===== src/verilog/dic_pkg.sv =====
// Purpose: shared constants for the drive input command decoder
// Assumes: 40 MHz clock, terminal inputs closed-to-common reads as 1
// Notes: assignment codes as programmed per terminal
package dic_pkg;
   localparam int CLK_HZ = 40000000;
   localparam int NUM_TERM = 5;
   localparam int CODE_W = 11;
   // debounce settle time in microseconds, and cycles derived from it
   localparam int DEB_US = 2000;
   localparam int DEB_CYC = (DEB_US * (CLK_HZ / 1000000));
   // inch and run command pairing window
   localparam int INCH_WIN_MS = 100;
   localparam int INCH_WIN_CYC = INCH_WIN_MS * (CLK_HZ / 1000);
   // reset input least hold time
   localparam int CLR_MIN_MS = 10;
   localparam int CLR_MIN_CYC = CLR_MIN_MS * (CLK_HZ / 1000);
   localparam logic [10:0] NEG_OFS = 11'h3E8;
   localparam logic [10:0] CODE_NONE = 11'h7FF;
   localparam logic [10:0] CODE_FAULT_CLR = 11'h008;
   localparam logic [10:0] CODE_EXT_TRIP = 11'h009;
   localparam logic [10:0] CODE_INCH = 11'h00A;
   localparam logic [10:0] CODE_FREQ_SEL = 11'h00B;
   localparam logic [10:0] CODE_WRITE_GATE = 11'h013;
   localparam logic [10:0] CODE_PID_BYPASS = 11'h014;
   localparam logic [10:0] CODE_INVERT = 11'h015;
   localparam logic [10:0] CODE_COMMS = 11'h018;
   localparam logic [10:0] CODE_PID_CLR = 11'h021;
   localparam logic [10:0] CODE_PID_FRZ = 11'h022;
   localparam logic [10:0] CODE_AHEAD = 11'h062;
   localparam logic [10:0] CODE_BACK = 11'h063;
   localparam logic [1:0] RUN_SRC_TERM = 2'h1;
   localparam logic [1:0] PID_DIR_NONE = 2'h0;
   localparam logic [1:0] PID_DIR_INV = 2'h2;
   localparam logic [1:0] PROTECT_ALL = 2'h0;
   localparam logic [1:0] PROTECT_PART = 2'h1;
   typedef enum logic [1:0] {DIC_IDLE, DIC_RUN, DIC_INCH, DIC_ALARM} dic_mode_e;
endpackage : dic_pkg


===== src/verilog/dic_debounce.sv =====
// Purpose: synchronise and debounce one terminal input
// Assumes: input may be asynchronous to the clock in practice
// Notes: output changes only after the input has been stable DEB cycles
`timescale 1ns/1ps
module dic_debounce #(
   parameter int DEB = dic_pkg::DEB_CYC
) (
   // clock and reset
   input wire logic clock,
   input wire logic rstn,
   // raw and clean level
   input wire logic raw,
   output logic clean
);
   import dic_pkg::*;
   typedef struct packed {
      logic s1;
      logic s2;
      logic clean;
      logic [31:0] cnt;
   } dic_deb_s;
   dic_deb_s st_r;
   dic_deb_s st_nxt;
   always_comb begin
      st_nxt = st_r;
      st_nxt.s1 = raw;
      st_nxt.s2 = st_r.s1;
      if (st_r.s2 == st_r.clean) begin
         st_nxt.cnt = 32'h0;
      end else if (st_r.cnt >= 32'(DEB - 1)) begin
         // one edge per transition, bounce is swallowed by the restart
         st_nxt.clean = st_r.s2;
         st_nxt.cnt = 32'h0;
      end else begin
         st_nxt.cnt = st_r.cnt + 32'h1;
      end
   end
   always_ff @(posedge clock or negedge rstn) begin
      if (!rstn) begin
         st_r <= '0;
      end else begin
         st_r <= st_nxt;
      end
   end
   assign clean = st_r.clean;
endmodule : dic_debounce


===== src/verilog/dic_decoder.sv =====
// Purpose: decode programmable digital input terminals into drive controls
// Assumes: terminal_in high means the terminal is closed to the common terminal
// Notes: one module per drive, keypad events are one-cycle pulses except key_run, which is held as a level
//
// Notes on behaviour
// in alarm, closing fault-clear drops alarm outputs; opening it allows restart
// partner holds fault-clear closed at least 10 ms, else keeps it open
// external trip opening while running cuts output and raises trip alarm
// trip alarm stays latched until stop/reset key or other reset; the code also clears it when fault-clear closes
// unassigned external trip reads as always on
// keypad source: stop+up toggles inch-ready only while inch input off
// terminal source: stop+up combination ignored for inch selection
// inch-ready changes only while output is stopped
// partner pairs inch input and run command within 100 ms
// run before inch input gives ordinary running until inch turns on
// inch-ready starts inching on run key or run command; release stops
// frequency select off or unassigned picks primary, on picks secondary
// write gate off forbids edits; on uses protect code 0 all, 1 partial
// unassigned write gate reads as always on
// PID bypass off runs PID, on uses manual frequency
// direction code 0: invert-sense selects normal or inverse set frequency
// PID direction is configured direction flipped by invert-sense
// comms gate on takes commands from the serial link
// unassigned comms gate reads as always on
// PID term clear resets integral and differential parts
// PID integral freeze stops integral from increasing
// codes 98 and 99 run ahead and backward, off decelerates to stop
// code plus 1000 makes terminal active open; not for run codes
// every terminal synchronised and debounced before use
`timescale 1ns/1ps
module dic_decoder #(
   parameter int NT = dic_pkg::NUM_TERM,
   parameter int DEB = dic_pkg::DEB_CYC,
   parameter int INCH_WIN = dic_pkg::INCH_WIN_CYC
) (
   // clock and reset
   input wire logic clock,
   input wire logic rstn,
   // terminals and their assignment codes
   input wire logic [NT-1:0] terminal_in,
   input wire logic [NT*dic_pkg::CODE_W-1:0] first_input_assign_code,
   // configuration codes
   input wire logic [1:0] run_source_code,
   input wire logic [1:0] data_protect_code,
   input wire logic [1:0] pid_direction_code,
   // keypad events and drive status
   input wire logic key_stop_up,
   input wire logic key_run,
   input wire logic key_stop_reset,
   input wire logic other_reset,
   input wire logic fault_event,
   input wire logic edit_is_protect_or_init,
   // drive controls
   output logic output_enable,
   output logic ahead_run_cmd,
   output logic backward_run_cmd,
   output logic inch_mode,
   output logic inch_ready,
   output logic alarm_active,
   output logic ext_trip_alarm,
   output logic transistor_out,
   output logic relay_contacts,
   output logic restart_allowed,
   // setting selections
   output logic freq_source_sel,
   output logic edit_allowed,
   output logic pid_enable,
   output logic pid_inverse,
   output logic setfreq_inverse,
   output logic link_select,
   output logic pid_terms_clear,
   output logic pid_integral_freeze
);
   import dic_pkg::*;

   ////////////////////////////////////////////////////////////////////////////////
   // terminal conditioning
   logic [NT-1:0] clean;
   for (genvar g = 0; g < NT; g++) begin : g_deb
      dic_debounce #(.DEB(DEB)) u_deb (
         .clock(clock),
         .rstn(rstn),
         .raw(terminal_in[g]),
         .clean(clean[g])
      );
   end

   // match a function code; returns found and active level (R23 inversion)
   function automatic logic [1:0] term_func(input logic [NT*CODE_W-1:0] codes,
                                            input logic [NT-1:0] lvl,
                                            input logic [CODE_W-1:0] fc,
                                            input logic neg_ok);
      logic [CODE_W-1:0] c;
      logic [1:0] r;
      r = 2'h0;
      for (int i = 0; i < NT; i++) begin
         c = codes[i*CODE_W +: CODE_W];
         if (c == fc) begin
            r = {1'b1, lvl[i]};
         end else if (neg_ok && (c == fc + NEG_OFS)) begin
            r = {1'b1, ~lvl[i]};
         end
      end
      return r;
   endfunction : term_func

   logic [1:0] f_clr, f_trip, f_inch, f_fsel, f_wg, f_byp, f_inv, f_lnk, f_prst, f_phld;
   logic [1:0] f_ah, f_bk;
   always_comb begin
      f_clr = term_func(first_input_assign_code, clean, CODE_FAULT_CLR, 1'b1);
      f_trip = term_func(first_input_assign_code, clean, CODE_EXT_TRIP, 1'b1);
      f_inch = term_func(first_input_assign_code, clean, CODE_INCH, 1'b1);
      f_fsel = term_func(first_input_assign_code, clean, CODE_FREQ_SEL, 1'b1);
      f_wg = term_func(first_input_assign_code, clean, CODE_WRITE_GATE, 1'b1);
      f_byp = term_func(first_input_assign_code, clean, CODE_PID_BYPASS, 1'b1);
      f_inv = term_func(first_input_assign_code, clean, CODE_INVERT, 1'b1);
      f_lnk = term_func(first_input_assign_code, clean, CODE_COMMS, 1'b1);
      f_prst = term_func(first_input_assign_code, clean, CODE_PID_CLR, 1'b1);
      f_phld = term_func(first_input_assign_code, clean, CODE_PID_FRZ, 1'b1);
      // run commands never take the open-active form
      f_ah = term_func(first_input_assign_code, clean, CODE_AHEAD, 1'b0);
      f_bk = term_func(first_input_assign_code, clean, CODE_BACK, 1'b0);
   end

   // assigned to some terminal and at its active level
   function automatic logic fn_on(input logic [1:0] f);
      return f[1] & f[0];
   endfunction : fn_on

   // active level, or the given level when no terminal carries the function
   function automatic logic fn_dflt(input logic [1:0] f, input logic dflt);
      return f[1] ? f[0] : dflt;
   endfunction : fn_dflt

   logic clr_on;
   logic trip_on;
   logic inch_on;
   logic ah_on;
   logic bk_on;
   logic run_on;
   logic fsel_on;
   logic wg_on;
   logic byp_on;
   logic inv_on;
   logic lnk_on;
   logic prst_on;
   logic phld_on;
   assign clr_on = fn_on(f_clr);
   // unassigned trip input counts as closed, so no trip
   assign trip_on = fn_dflt(f_trip, 1'b1);
   assign inch_on = fn_on(f_inch);
   assign ah_on = fn_on(f_ah);
   assign bk_on = fn_on(f_bk);
   assign run_on = ah_on | bk_on;
   assign fsel_on = fn_on(f_fsel);
   // unassigned write gate and comms gate act as closed
   assign wg_on = fn_dflt(f_wg, 1'b1);
   assign byp_on = fn_on(f_byp);
   assign inv_on = fn_on(f_inv);
   assign lnk_on = fn_dflt(f_lnk, 1'b1);
   assign prst_on = fn_on(f_prst);
   assign phld_on = fn_on(f_phld);

   ////////////////////////////////////////////////////////////////////////////////
   // state
   typedef struct packed {
      dic_mode_e mode;
      logic inch_rdy;
      logic inch_drop;
      logic trip_alarm;
      logic alarm;
      logic alarm_shown;
      logic clr_prev;
      logic inch_prev;
      logic run_prev;
      logic [31:0] win;
      logic oe;
      logic inch_m;
      logic ahead;
      logic back;
      logic fsel;
      logic edit;
      logic pid_en;
      logic pid_inv;
      logic sf_inv;
      logic link;
      logic prst;
      logic phld;
      logic restart;
   } dic_state_s;
   dic_state_s st_r;
   dic_state_s st_nxt;

   always_comb begin
      logic stopped;
      logic run_rise;
      logic inch_rise;
      logic inch_go;
      stopped = 1'b0;
      run_rise = 1'b0;
      inch_rise = 1'b0;
      inch_go = 1'b0;
      st_nxt = st_r;
      stopped = (st_r.mode == DIC_IDLE);
      run_rise = run_on & ~st_r.run_prev;
      inch_rise = inch_on & ~st_r.inch_prev;
      // inch input rising with the run command counts as ready already
      inch_go = st_r.inch_rdy | inch_on;
      st_nxt.clr_prev = clr_on;
      st_nxt.inch_prev = inch_on;
      st_nxt.run_prev = run_on;
      st_nxt.restart = 1'b0;
      // pairing window opened by either edge, counts down
      if (run_rise || inch_rise) begin
         st_nxt.win = 32'(INCH_WIN);
      end else if (st_r.win != 32'h0) begin
         st_nxt.win = st_r.win - 32'h1;
      end

      // a release seen while driving is applied once the output stops
      if (inch_on) begin
         st_nxt.inch_drop = 1'b0;
      end else if (st_r.inch_prev) begin
         st_nxt.inch_drop = 1'b1;
      end
      // inch readiness: changes only while output is stopped
      if (stopped) begin
         st_nxt.inch_drop = 1'b0;
         if (run_source_code == RUN_SRC_TERM) begin
            st_nxt.inch_rdy = inch_on;
         end else if (inch_on) begin
            st_nxt.inch_rdy = 1'b1;
         end else if (key_stop_up) begin
            st_nxt.inch_rdy = ~st_r.inch_rdy;
         end else if (st_r.inch_prev || st_r.inch_drop) begin
            st_nxt.inch_rdy = 1'b0;
         end
      end

      case (st_r.mode)
         DIC_IDLE: begin
            st_nxt.ahead = 1'b0;
            st_nxt.back = 1'b0;
            if (inch_go && (key_run ||
                (run_rise && (inch_rise || st_r.win != 32'h0)))) begin
               // late pairing beyond the window gives no inching
               st_nxt.mode = DIC_INCH;
               st_nxt.ahead = ah_on;
               st_nxt.back = bk_on;
            end else if (run_on) begin
               st_nxt.mode = DIC_RUN;
               st_nxt.ahead = ah_on;
               st_nxt.back = bk_on & ~ah_on;
            end
         end
         DIC_RUN: begin
            // direction follows whichever run command is closed
            st_nxt.ahead = ah_on;
            st_nxt.back = bk_on & ~ah_on;
            if (!run_on) begin
               st_nxt.mode = DIC_IDLE;
            end else if (inch_rise && st_r.win != 32'h0) begin
               st_nxt.mode = DIC_INCH;
            end
         end
         DIC_INCH: begin
            if (!run_on && !key_run) begin
               st_nxt.mode = DIC_IDLE;
            end
         end
         default: begin
            // leave alarm only once reset input opens again
            if (!st_r.trip_alarm && !st_r.alarm && !clr_on) begin
               st_nxt.mode = DIC_IDLE;
               st_nxt.restart = 1'b1;
            end
         end
      endcase

      // faults; trip only counts while driving
      if (!trip_on && st_r.mode != DIC_IDLE && st_r.mode != DIC_ALARM) begin
         st_nxt.trip_alarm = 1'b1;
      end else if (key_stop_reset || other_reset || (clr_on && !st_r.clr_prev)) begin
         st_nxt.trip_alarm = 1'b0;
      end
      if (fault_event) begin
         st_nxt.alarm = 1'b1;
      end else if (!clr_on && st_r.clr_prev) begin
         // alarm mode holds while clear is closed, released when it opens
         st_nxt.alarm = 1'b0;
      end
      if (st_nxt.trip_alarm || st_nxt.alarm) begin
         st_nxt.mode = DIC_ALARM;
         st_nxt.ahead = 1'b0;
         st_nxt.back = 1'b0;
         // a fresh fault in the exit cycle cancels the restart
         st_nxt.restart = 1'b0;
      end
      // alarm indication drops as soon as clear closes
      st_nxt.alarm_shown = (st_nxt.trip_alarm || st_nxt.alarm) && !clr_on;
      st_nxt.oe = (st_nxt.mode == DIC_RUN) || (st_nxt.mode == DIC_INCH);
      st_nxt.inch_m = (st_nxt.mode == DIC_INCH);

      // setting selections
      st_nxt.fsel = fsel_on;
      if (!wg_on) begin
         st_nxt.edit = 1'b0;
      end else if (data_protect_code == PROTECT_ALL) begin
         st_nxt.edit = 1'b1;
      end else if (data_protect_code == PROTECT_PART) begin
         st_nxt.edit = edit_is_protect_or_init;
      end else begin
         st_nxt.edit = 1'b0;
      end
      st_nxt.pid_en = !byp_on && pid_direction_code != PID_DIR_NONE;
      st_nxt.pid_inv = (pid_direction_code == PID_DIR_INV) ^ inv_on;
      st_nxt.sf_inv = (pid_direction_code == PID_DIR_NONE) & inv_on;
      st_nxt.link = lnk_on;
      st_nxt.prst = prst_on;
      st_nxt.phld = phld_on;
   end

   always_ff @(posedge clock or negedge rstn) begin
      if (!rstn) begin
         st_r <= '{mode: DIC_IDLE, link: 1'b1, default: '0};
      end else begin
         st_r <= st_nxt;
      end
   end

   ////////////////////////////////////////////////////////////////////////////////
   // outputs straight from state flops
   assign output_enable = st_r.oe;
   assign ahead_run_cmd = st_r.ahead;
   assign backward_run_cmd = st_r.back;
   assign inch_mode = st_r.inch_m;
   assign inch_ready = st_r.inch_rdy;
   assign alarm_active = st_r.alarm;
   assign ext_trip_alarm = st_r.trip_alarm;
   assign transistor_out = st_r.alarm_shown;
   assign relay_contacts = st_r.alarm_shown;
   assign restart_allowed = st_r.restart;
   assign freq_source_sel = st_r.fsel;
   assign edit_allowed = st_r.edit;
   assign pid_enable = st_r.pid_en;
   assign pid_inverse = st_r.pid_inv;
   assign setfreq_inverse = st_r.sf_inv;
   assign link_select = st_r.link;
   assign pid_terms_clear = st_r.prst;
   assign pid_integral_freeze = st_r.phld;
endmodule : dic_decoder


===== config.mk =====
export PLATFORM = sky130hd
export DESIGN_NAME = dic_decoder
export DESIGN_NICKNAME = d
export VERILOG_FILES = /design/src/verilog/dic_pkg.sv /design/src/verilog/dic_debounce.sv /design/src/verilog/dic_decoder.sv
export SDC_FILE = /design/constraint.sdc
export NUM_CORES = 1
export LEC_CHECK = 0
export BUFFER_PORTS_ARGS = -buffer_cell sky130_fd_sc_hd__buf_2
export CAP_MARGIN = 20
export CORE_ASPECT_RATIO = 1.1
export CORE_MARGIN = 1
export CORE_UTILIZATION = 42
export DETAILED_ROUTE_END_ITERATION = 8
export PLACE_DENSITY = 0.56
export SLEW_MARGIN = 20
export SYNTH_ARGS = -nofsm -noshare
export SYNTH_HDL_FRONTEND = slang
export SYNTH_SLANG_ARGS = --single-unit

===== constraint.sdc =====
create_clock -name clock -period 3.29 [get_ports clock]
set_clock_uncertainty 0.15 [all_clocks]
set_input_delay 0 -clock clock [delete_from_list [all_inputs] [get_ports clock]]
set_output_delay 0 -clock clock [all_outputs]
set_load 0.02 [all_outputs]

# Yosys cells after proc, flatten, opt, wreduce, memory -nomap -nowiden
# Cells that the tools add are included.
[classes] add_sub_neg=6 bitwise_logic=30 reduce_logical=45 n_lt_le_gt_ge=5 muxes=154 n_eq_ne=123
[op_table] op="$eq 11x10->1 const B" count=35
[op_table] op="$mux 32" count=12
[op_table] op="$mux 2" count=120
[op_table] op="$eq 11x4->1 const B" count=20
[op_table] op="$eq 11x5->1 const B" count=20
[op_table] op="$eq 11x11->1 const B" count=15
[op_table] op="$add 32x1->32 const B" count=5
[op_table] op="$ge 32x17->1 const B" count=5
[op_table] op="$eq 11x6->1 const B" count=10
[op_table] op="$eq 11x7->1 const B" count=10
[op_table] op="$reduce_bool 32->1" count=1
[op_table] op="$sub 32x1->32 const B" count=1
[op_table] op="$mux 1" count=20
[op_table] op="$not 1->1" count=14
[op_table] op="$and 1x1->1" count=13
[op_table] op="$logic_and 1x1->1" count=12
[op_table] op="$reduce_and 2->1" count=6
[op_table] op="$eq 2x1->1 const B" count=4
[op_table] op="$logic_not 1->1" count=8
[op_table] op="$logic_or 1x1->1" count=8
[op_table] op="$eq 2x2->1 const B" count=3
[op_table] op="$logic_not 2->1" count=3
[op_table] op="$pmux 2 s3" count=1
[op_table] op="$reduce_bool 2->1" count=3
[op_table] op="8 further kinds" count=14
[word_totals] elab_cells=406 reg_bits=230 out_inout_bits=18 input_bits=74

# Longest topological paths before layout
# Gate-level depths: netlist of run 1.
[logic_depth] ltp_word=22 mapped_depth=14 ltp_nobuf=12

# Hierarchy
# Synthesis of run 1 repeated with hierarchy kept, for this count alone.
[unflattened] hier_cells=1286 area_unflattened_um2=12279.3
[modules_own_cells] module="dic_debounce" cells_each=114 instances=5 seq_area_each_um2=875.8 area_per_inst_um2=1372.6
[modules_own_cells] module="dic_decoder" cells_each=716 instances=1 seq_area_each_um2=1377.6 area_per_inst_um2=5416.4

# Worst setup path before layout of run 1
# No wires, ideal clock.
[synth_timing] path_kind="register -> register" start="reg st_r[18] (netlist name)" end="reg st_r (netlist bit output_enable)" setup_time_ps=113 period_less_slack_ps=2955 stages_incl_launch_ff=13 t_arrival_ps=2692 required_time_ps=3027 path_slack_ps=335 cell_sequence="dfrtp_1 > or4_1 > nor4b_4 > and4_1 > buf_4 > nor2_1 > nor2_1 > nor3b_1 > or3_1 > a21oi_1 > and3b_1 > ha_1 > inv_1"
[synth_rtl] item="start, declared" line="dic_decoder.sv:191" source="dic_state_s st_r;"
[synth_rtl] item="start signal, assigned" line="dic_decoder.sv:327" source="st_r <= st_nxt;"

# Worst setup path after layout of run 1
[layout_timing] start="reg g_deb[0].u_deb.st_r (netlist bit g_deb[0].u_deb.clean)" end="reg st_r (netlist bit link_select)"
[layout_via] elab_chain_len=12
[layout_rtl] item="start, declared" line="dic_debounce.sv:22" source="dic_deb_s st_r;"
[layout_rtl] item="start signal, assigned" line="dic_debounce.sv:42" source="st_r <= st_nxt;"
[layout_rtl] item="$not 1->1" line="dic_decoder.sv:101" source="r = {1'b1, ~lvl[i]};"
[layout_rtl] item="$mux 2" line="dic_decoder.sv:100" source="end else if (neg_ok && (c == fc + NEG_OFS)) begin"
[layout_rtl] item="$mux 2 *" line="dic_decoder.sv:98" source="if (c == fc) begin"
[layout_rtl] item="$mux 2 *" line="dic_decoder.sv:100"
[layout_rtl] item="$mux 2 *" line="dic_decoder.sv:98"
[layout_rtl] item="$mux 2 *" line="dic_decoder.sv:100"
[layout_rtl] item="$mux 2 *" line="dic_decoder.sv:98"
[layout_rtl] item="$mux 2 *" line="dic_decoder.sv:100"
[layout_rtl] item="$mux 2 *" line="dic_decoder.sv:98"
[layout_rtl] item="$mux 2 *" line="dic_decoder.sv:100"
[layout_rtl] item="$mux 2 *" line="dic_decoder.sv:98"
[layout_rtl] item="$mux 1 *" line="dic_decoder.sv:132" source="return f[1] ? f[0] : dflt;"
[layout_rtl] item="via lnk_on" line="dic_decoder.sv:145" source="logic lnk_on;"
# Mark *: on every way through the listed nets, which the timed path passes. The rest lies on a longest branch.
# A chain may end at the register's enable or synchronous reset.

==> reports/metrics.yaml, run 1 <==
status: "complete, no violations"
dp_cells: 1761
path_class: "reg2reg"
rows: 64
wl_per_cell_um: 15.7
clk_pin_slew_ns: 0.06
grt_pass1_wl_um: 48200
cts_max_path_buffers: 3
post-place-ws_ns: 0.205
ys_ff_latch: 230
dr.pass1.iters: 5
r2r_start: "g_deb[0].u_deb.clean"
globalRouteOverflowTotal: 0
grt_pass1_vias: 9443
synth.avg_cell_area_um2: 9.61
regToRegSetupSlack_ns: 0.11
fmax_ghz: 0.314
vdd_ir_drop_max_mv: 0.354
drt-initial-drc-count: 618
totalNegativeSetupSlack_ns: 0
root_buffer: "clkbuf_16"
slew_headroom_pct: 49.4
hpwl_um: 21300
startpoint: "g_deb[0].u_deb.clean"
syn-cell-area_um2: 12000
synthCells: 1246
design.die.area_um2: 29200
fin_cells: 1868
critPathArrivalTime_ns: 3.51
final_common_cell: "dfrtp_1"
cts_tree: "done"
timing.final.crit_share_pct: 96.7
nets: 1564
end_kind: "register"
htree_levels: 1
reg2reg_depth: 9
hold_violations: 0
rsz0062_at_grt: "false"
drc: 0
drive_above_1_share_pct: 15.3
coreArea_um2: 27900
synthFlopType: "dfrtp_1"
wl_um: 29300
netlist-cell-type-count: 94
initial_utilization_pct: 42.9
p_leak_nw: 6.09
grt_antenna_before_repair: 7
crit_fanout: 12
ys_async_sr_fraction_pct: 100
finalWeightedCongestion: 0.927
ant_nets: 0
synth_edf_count: 0
ioPinCount: 92
fp.dieH_um: 179
portBuffers: 91
maxSlewViolCount: 0
hold_class: "in2reg"
vias: 9775
syn_to_final_growth_pct: 22.8
power.density_nw_per_um2: 444
worst_slew_pin_slew_ns: 0.750
fin_crit_ns: 3.18
worstSetupEndpoint: "link_select"
start_kind: "register"
die_w_um: 163
cp.required_ns: 3.62
clock_latency_ns: 0.53
setup_viol: 0
grt_max_degree: 86
setup_slack_ns: 0.108
cap_violations: 0
numClockSinks: 230
r2r-end: "link_select"
cts_made_buffers: 25
yosysSeqAreaShare_pct: 48.1
yosys_warnings: 0
vias_per_cell: 5.23
layout_common_cells: "dfrtp_1 (228), nor2_1 (186), nand2_1 (103)"
grt_usage_pct: 20.6
hold_slack_ns: 0.0375
-- cell type report --
| type | instances | area [um2] |
|---|---|---|
| antenna | 4 | 10.0 |
| sequential | 230 | 5760 |
| timing repair buffer | 174 | 1280 |
| clock buffer | 32 | 712 |
| tap | 363 | 454 |
| fill | 2613 | 13200 |
| multi-input combinational | 1038 | 6330 |
| clock inverter | 13 | 113 |
| inverter | 14 | 52.6 |
-- stage by stage --
step                      utilization (%)  power (mW)  area [um2]
after CTS                            52.3        6.63       14600
final                                52.6        6.52       14700
after detailed placement             47.3        3.77       13200
after floorplan                         -        3.51       12300
after global routing                 52.6        6.83       14700
after global placement               47.3        3.76       13200
-- worst min path at each step --
stage | from | end | slack, ns | cells after the start
floorplan | rstn | ahead_run_cmd | -0.45 | 0
global placement | rstn | g_deb[4].u_deb.st_r[10] | -0.18 | 1
detailed placement | rstn | g_deb[4].u_deb.st_r[10] | -0.18 | 1
CTS | first_input_assign_code[12] | st_r[47] | 0.002 | 6
global route | first_input_assign_code[13] | st_r[47] | 0.04 | 5
finish | first_input_assign_code[13] | st_r[47] | 0.04 | 5
-- critical path, stage by stage (launching register included) --
cell and delay, ns:
dfrtp_2 0.48, nand4bb_1 0.22, a21boi_0 0.43, a211oi_1 0.14, a31oi_1 0.20, a211oi_1 0.10, a31oi_1 0.32, a2bb2oi_1 0.31
o32a_1 0.21, dlygate4sd3_1 0.54
-- report_power, final --
group          switching (mW)  leakage (nW)  internal [mW]  total, mW
Sequential              0.137          2.86           3.00       3.14
Clock                    1.13         0.408           1.61       2.74
Combinational           0.365          2.83          0.277      0.642
-- sequential cells by signal (all words and copies together), names as in the netlist, 5 cells and up --
signal / cells
g_deb.u_deb.clean: 5
g_deb.u_deb.st_nxt: 5
g_deb.u_deb.st_r: 165
st_r: 38
-- logic make-up after synthesis --
logic type                 Yosys count  share of synthesized area (%)
buffers and inverters               52                           1.91
xor gates and xnor gates           106                           7.75
AOI/OAI and AO/OA                  176                           10.4
adders and majority gates            7                          0.731
other                                1                         0.0313
DFF                                230                           48.1
and+or+nand+nor                    656                           29.5
muxes                               18                           1.61
-- synthesized netlist by cell type, drive strengths merged, types with 18 or more instances --
| cell type | count | area [um2] |
|---|---|---|
| nor3 | 48 | 252 |
| nor4 | 40 | 329 |
| nor2b | 21 | 131 |
| clkbuf | 23 | 90.1 |
| dfrtp | 229 | 5730 |
| xnor2 | 47 | 412 |
| a21oi | 36 | 180 |
| o21ai | 34 | 185 |
| xor2 | 59 | 517 |
| and2 | 18 | 113 |
| and3 | 35 | 219 |
| nand2 | 103 | 387 |
| nand4 | 32 | 200 |
| nand3 | 59 | 305 |
| nor2 | 189 | 722 |
| nand2b | 21 | 131 |
-- repair_timing --
action,4_1_cts,5_1_grt
gates resized for setup,0,16
endpoints found under the hold margin,255,0
setup buffers,0,1
setup endpoints to repair,0,7
hold buffers,57,0
-- routing by layer --
layer	GRT usage (%)	wire length (um)	vias up
li1	-	-	4888
met1	27.0	13400	4608
met2	34.8	13700	229
met3	4.05	1610	44
met4	5.22	612	6
met5	0	46	-
No activity file was read; power rests on OpenSTA's default activity.
==> inputs of run 2 (changes only) <==
- ABC_AREA: unset -> 1
- SLEW_MARGIN: 20 -> unset
==> reports/metrics.yaml, run 2 <==
status: "finished with violations"
failed_checks: "DRC"
yosys.area.top_type: "dfrtp_1"
holdPathStages: 7  # +2
synth_top_cell_area_share_pct: 46.3  # -1.6 points
htree_levels: 1  # unchanged
initial_utilization_pct: 42.9  # +0.058 points
layout_common_cells: "nand2_1 (265), nor2_1 (238), inv_1 (233)"
cts_made_buffers: 27  # +8.0%
coreArea_um2: 28900  # +3.3%
timing.final.crit_share_pct: 95.7  # -0.98 points
fillers: 2779  # +6.4%
fin_crit_ns: 3.15  # -0.0321 ns
finalWeightedCongestion: 0.922  # -0.51%
syn-cell-area_um2: 12400  # +3.4%
numClockSinks: 230  # unchanged
yosys_warnings: 0  # unchanged
path_class: "in2reg"
root_buffer: "clkbuf_16"
reg2reg_depth: 14  # +5
cts_max_path_buffers: 3  # unchanged
r2r-end: "pid_inverse"
design.die.area_um2: 30200  # +3.4%
vias: 11000  # +13%
cp.required_ns: 3.56  # -0.06 ns
syn_to_final_growth_pct: 22.5
vdd_ir_drop_max_mv: 0.381  # +7.4%
synthCells: 1592  # +28%
synth.avg_cell_area_um2: 7.78  # -19%
end_kind: "register"
yosysSeqAreaShare_pct: 46.5  # -1.6 points
portBuffers: 91  # unchanged
maxSlewViolCount: 0  # unchanged
fp.dieH_um: 182  # +1.7%
dr.pass1.iters: 7  # +2
r2r_start: "g_deb[1].u_deb.clean"
totalNegativeSetupSlack_ns: 0  # unchanged
fin_cells: 2230  # +19%
critPathArrivalTime_ns: 3.42  # -0.09 ns
slew_headroom_pct: 43.9  # -5.5 points
ys_ff_latch: 230  # unchanged
synth_most_common_cell: "nand2_1"
grt_usage_pct: 20.5  # -0.10 points
synth_area_leaders: "dfrtp_1 (46%), nand2_1 (8.0%), nor2_1 (7.2%)"
hpwl_um: 22500  # +5.6%
wl_um: 30200  # +3.2%
synthFlopType: "dfrtp_1"
largest_reg_flops: 165  # unchanged
finalPower_mw: 6.60  # +1.1%
clk_pin_slew_ns: 0.06  # about the same
regToRegSetupSlack_ns: 0.27  # +0.16 ns
hold_violations: 0  # unchanged
start_kind: "input port"
clock_latency_ns: 0.54  # about the same
grt_antenna_before_repair: 6  # -1
grt_pass1_vias: 10600  # +13%
globalRouteOverflowTotal: 0  # unchanged
p_leak_nw: 6.79  # +12%
netlist-cell-type-count: 62  # -34%
nets: 1921  # +23%
drc: 24  # +24
rsz0062_at_grt: "false"
wl_per_cell_um: 13.6  # -14%
yosys-top-cells-count: "nand2_1 (265), nor2_1 (238), inv_1 (234)"
grt_max_degree: 96  # +12%
crit_fanout: 4  # -8
hold_class: "in2reg"
dp_cells: 2117  # +20%
die_w_um: 166  # +1.7%
ys_async_sr_fraction_pct: 100  # unchanged
grt_pass1_wl_um: 51000  # +5.8%
drt-initial-drc-count: 594  # -3.9%
ant_nets: 0  # unchanged
worst_slew_pin_slew_ns: 0.834  # +0.0839 ns
cts_tree: "done"
hold_path_startpoint: "first_input_assign_code[52]"
power.density_nw_per_um2: 435  # -2.0%
fmax_ghz: 0.317  # +1.0%
holdPathEnd: "pid_integral_freeze"
synth_edf_count: 0  # unchanged
vias_per_cell: 4.94  # -5.7%
rows: 65  # +1.6%
drive_above_1_share_pct: 12.9  # -2.3 points
regMostFlops: "g_deb.u_deb.st_r"
ioPinCount: 92  # unchanged
setup_viol: 0  # unchanged
cap_violations: 0  # unchanged
top_regs: "g_deb.u_deb.st_r x165, st_r x38"
final_common_cell: "nand2_1"
==> run 2: cell types whose count changed after synthesis, sizes merged, moves of 34 or more <==
cell and change:
inv +239, nand2 +175, nor2 +73, nand3 +65, o21ai +37, xor2 -34
==> run 2: layer usage <==
metal | up-vias | global-route usage, % | wire length [um]
met4 | 6 | 6.13 | 706
met5 | - | 0 | 34
met3 | 58 | 4.06 | 1860
met1 | 5059 | 27.4 | 14000
li1 | 5625 | - | -
met2 | 258 | 33.8 | 13600
==> run 2: power by group <==
group | internal, mW | total, mW | switching (mW)
Clock | 1.83 | 3.00 | 1.17
Combinational | 0.206 | 0.529 | 0.322
Sequential | 2.97 | 3.07 | 0.104
==> run 2: repair_timing <==
item | CTS | global route
gates resized for setup | 0 | 8
setup buffers | 0 | 5
hold buffers | 59 | 0
setup endpoints to repair | 0 | 24
hold endpoints to repair | 239 | 0
==> run 2: final cells by class <==
type | count | area, um2 | area share [%]
clock inverter | 11 | 145 | 0.956
antenna | 3 | 7.51 | 0.0495
multi-input combinational | 1159 | 5880 | 38.7
timing repair buffer | 168 | 1210 | 8.00
clock buffer | 37 | 753 | 4.96
inverter | 254 | 961 | 6.33
sequential | 230 | 5760 | 37.9
tap | 368 | 460 | 3.03
==> run 2: worst max-delay path: stages <==
cell,delay [ns]
dlygate4sd3_1,0.53
buf_2,0.16
nor2_1,0.14
nand2_1,0.12
nor4_1,0.60
nand3_1,0.20
inv_1,0.13
nor3_1,0.05
nand2_1,0.07
o21ai_0,0.11
a21oi_1,0.14
dlygate4sd3_1,0.57
a21oi_1,0.06
dlygate4sd3_1,0.55
==> run 2: cell families after synthesis <==
family,share of synthesized area (%)
buffers and inverters,8.58
AND/OR/NAND/NOR,33.0
multiplexers,0.0909
other,0.0303
XOR/XNOR,3.39
AO/OA/AOI/OAI,7.76
adder cells (fa/ha/maj),0.707
flip-flops,46.5
==> run 2: worst max-delay path by stage <==
stage | start | end | slack [ns] | depth (start not counted)
2_1_floorplan | g_deb[1].u_deb.clean | output_enable | 1.01 | 18
6_report | first_input_assign_code[40] | pid_enable | 0.14 | 14
3_3_place_gp | g_deb[0].u_deb.clean | output_enable | 0.70 | 19
3_5_place_dp | g_deb[0].u_deb.clean | output_enable | 0.67 | 19
4_1_cts | first_input_assign_code[40] | output_enable | 0.03 | 20
5_1_grt | first_input_assign_code[40] | pid_enable | 0.003 | 14
==> run 2: per-stage QoR <==
stage          setup WS [ns]  instance area (um2)  util, %  hold slack [ns]
6_report               0.140                15200     52.6           0.0349
3_3_place_gp           0.702                13600     47.2          -0.0423
3_5_place_dp           0.670                13600     47.2          -0.0433
2_1_floorplan           1.01                12700        -           -0.446
4_1_cts               0.0334                15100     52.3           0.0176
5_1_grt              0.00320                15200     52.6           0.0870
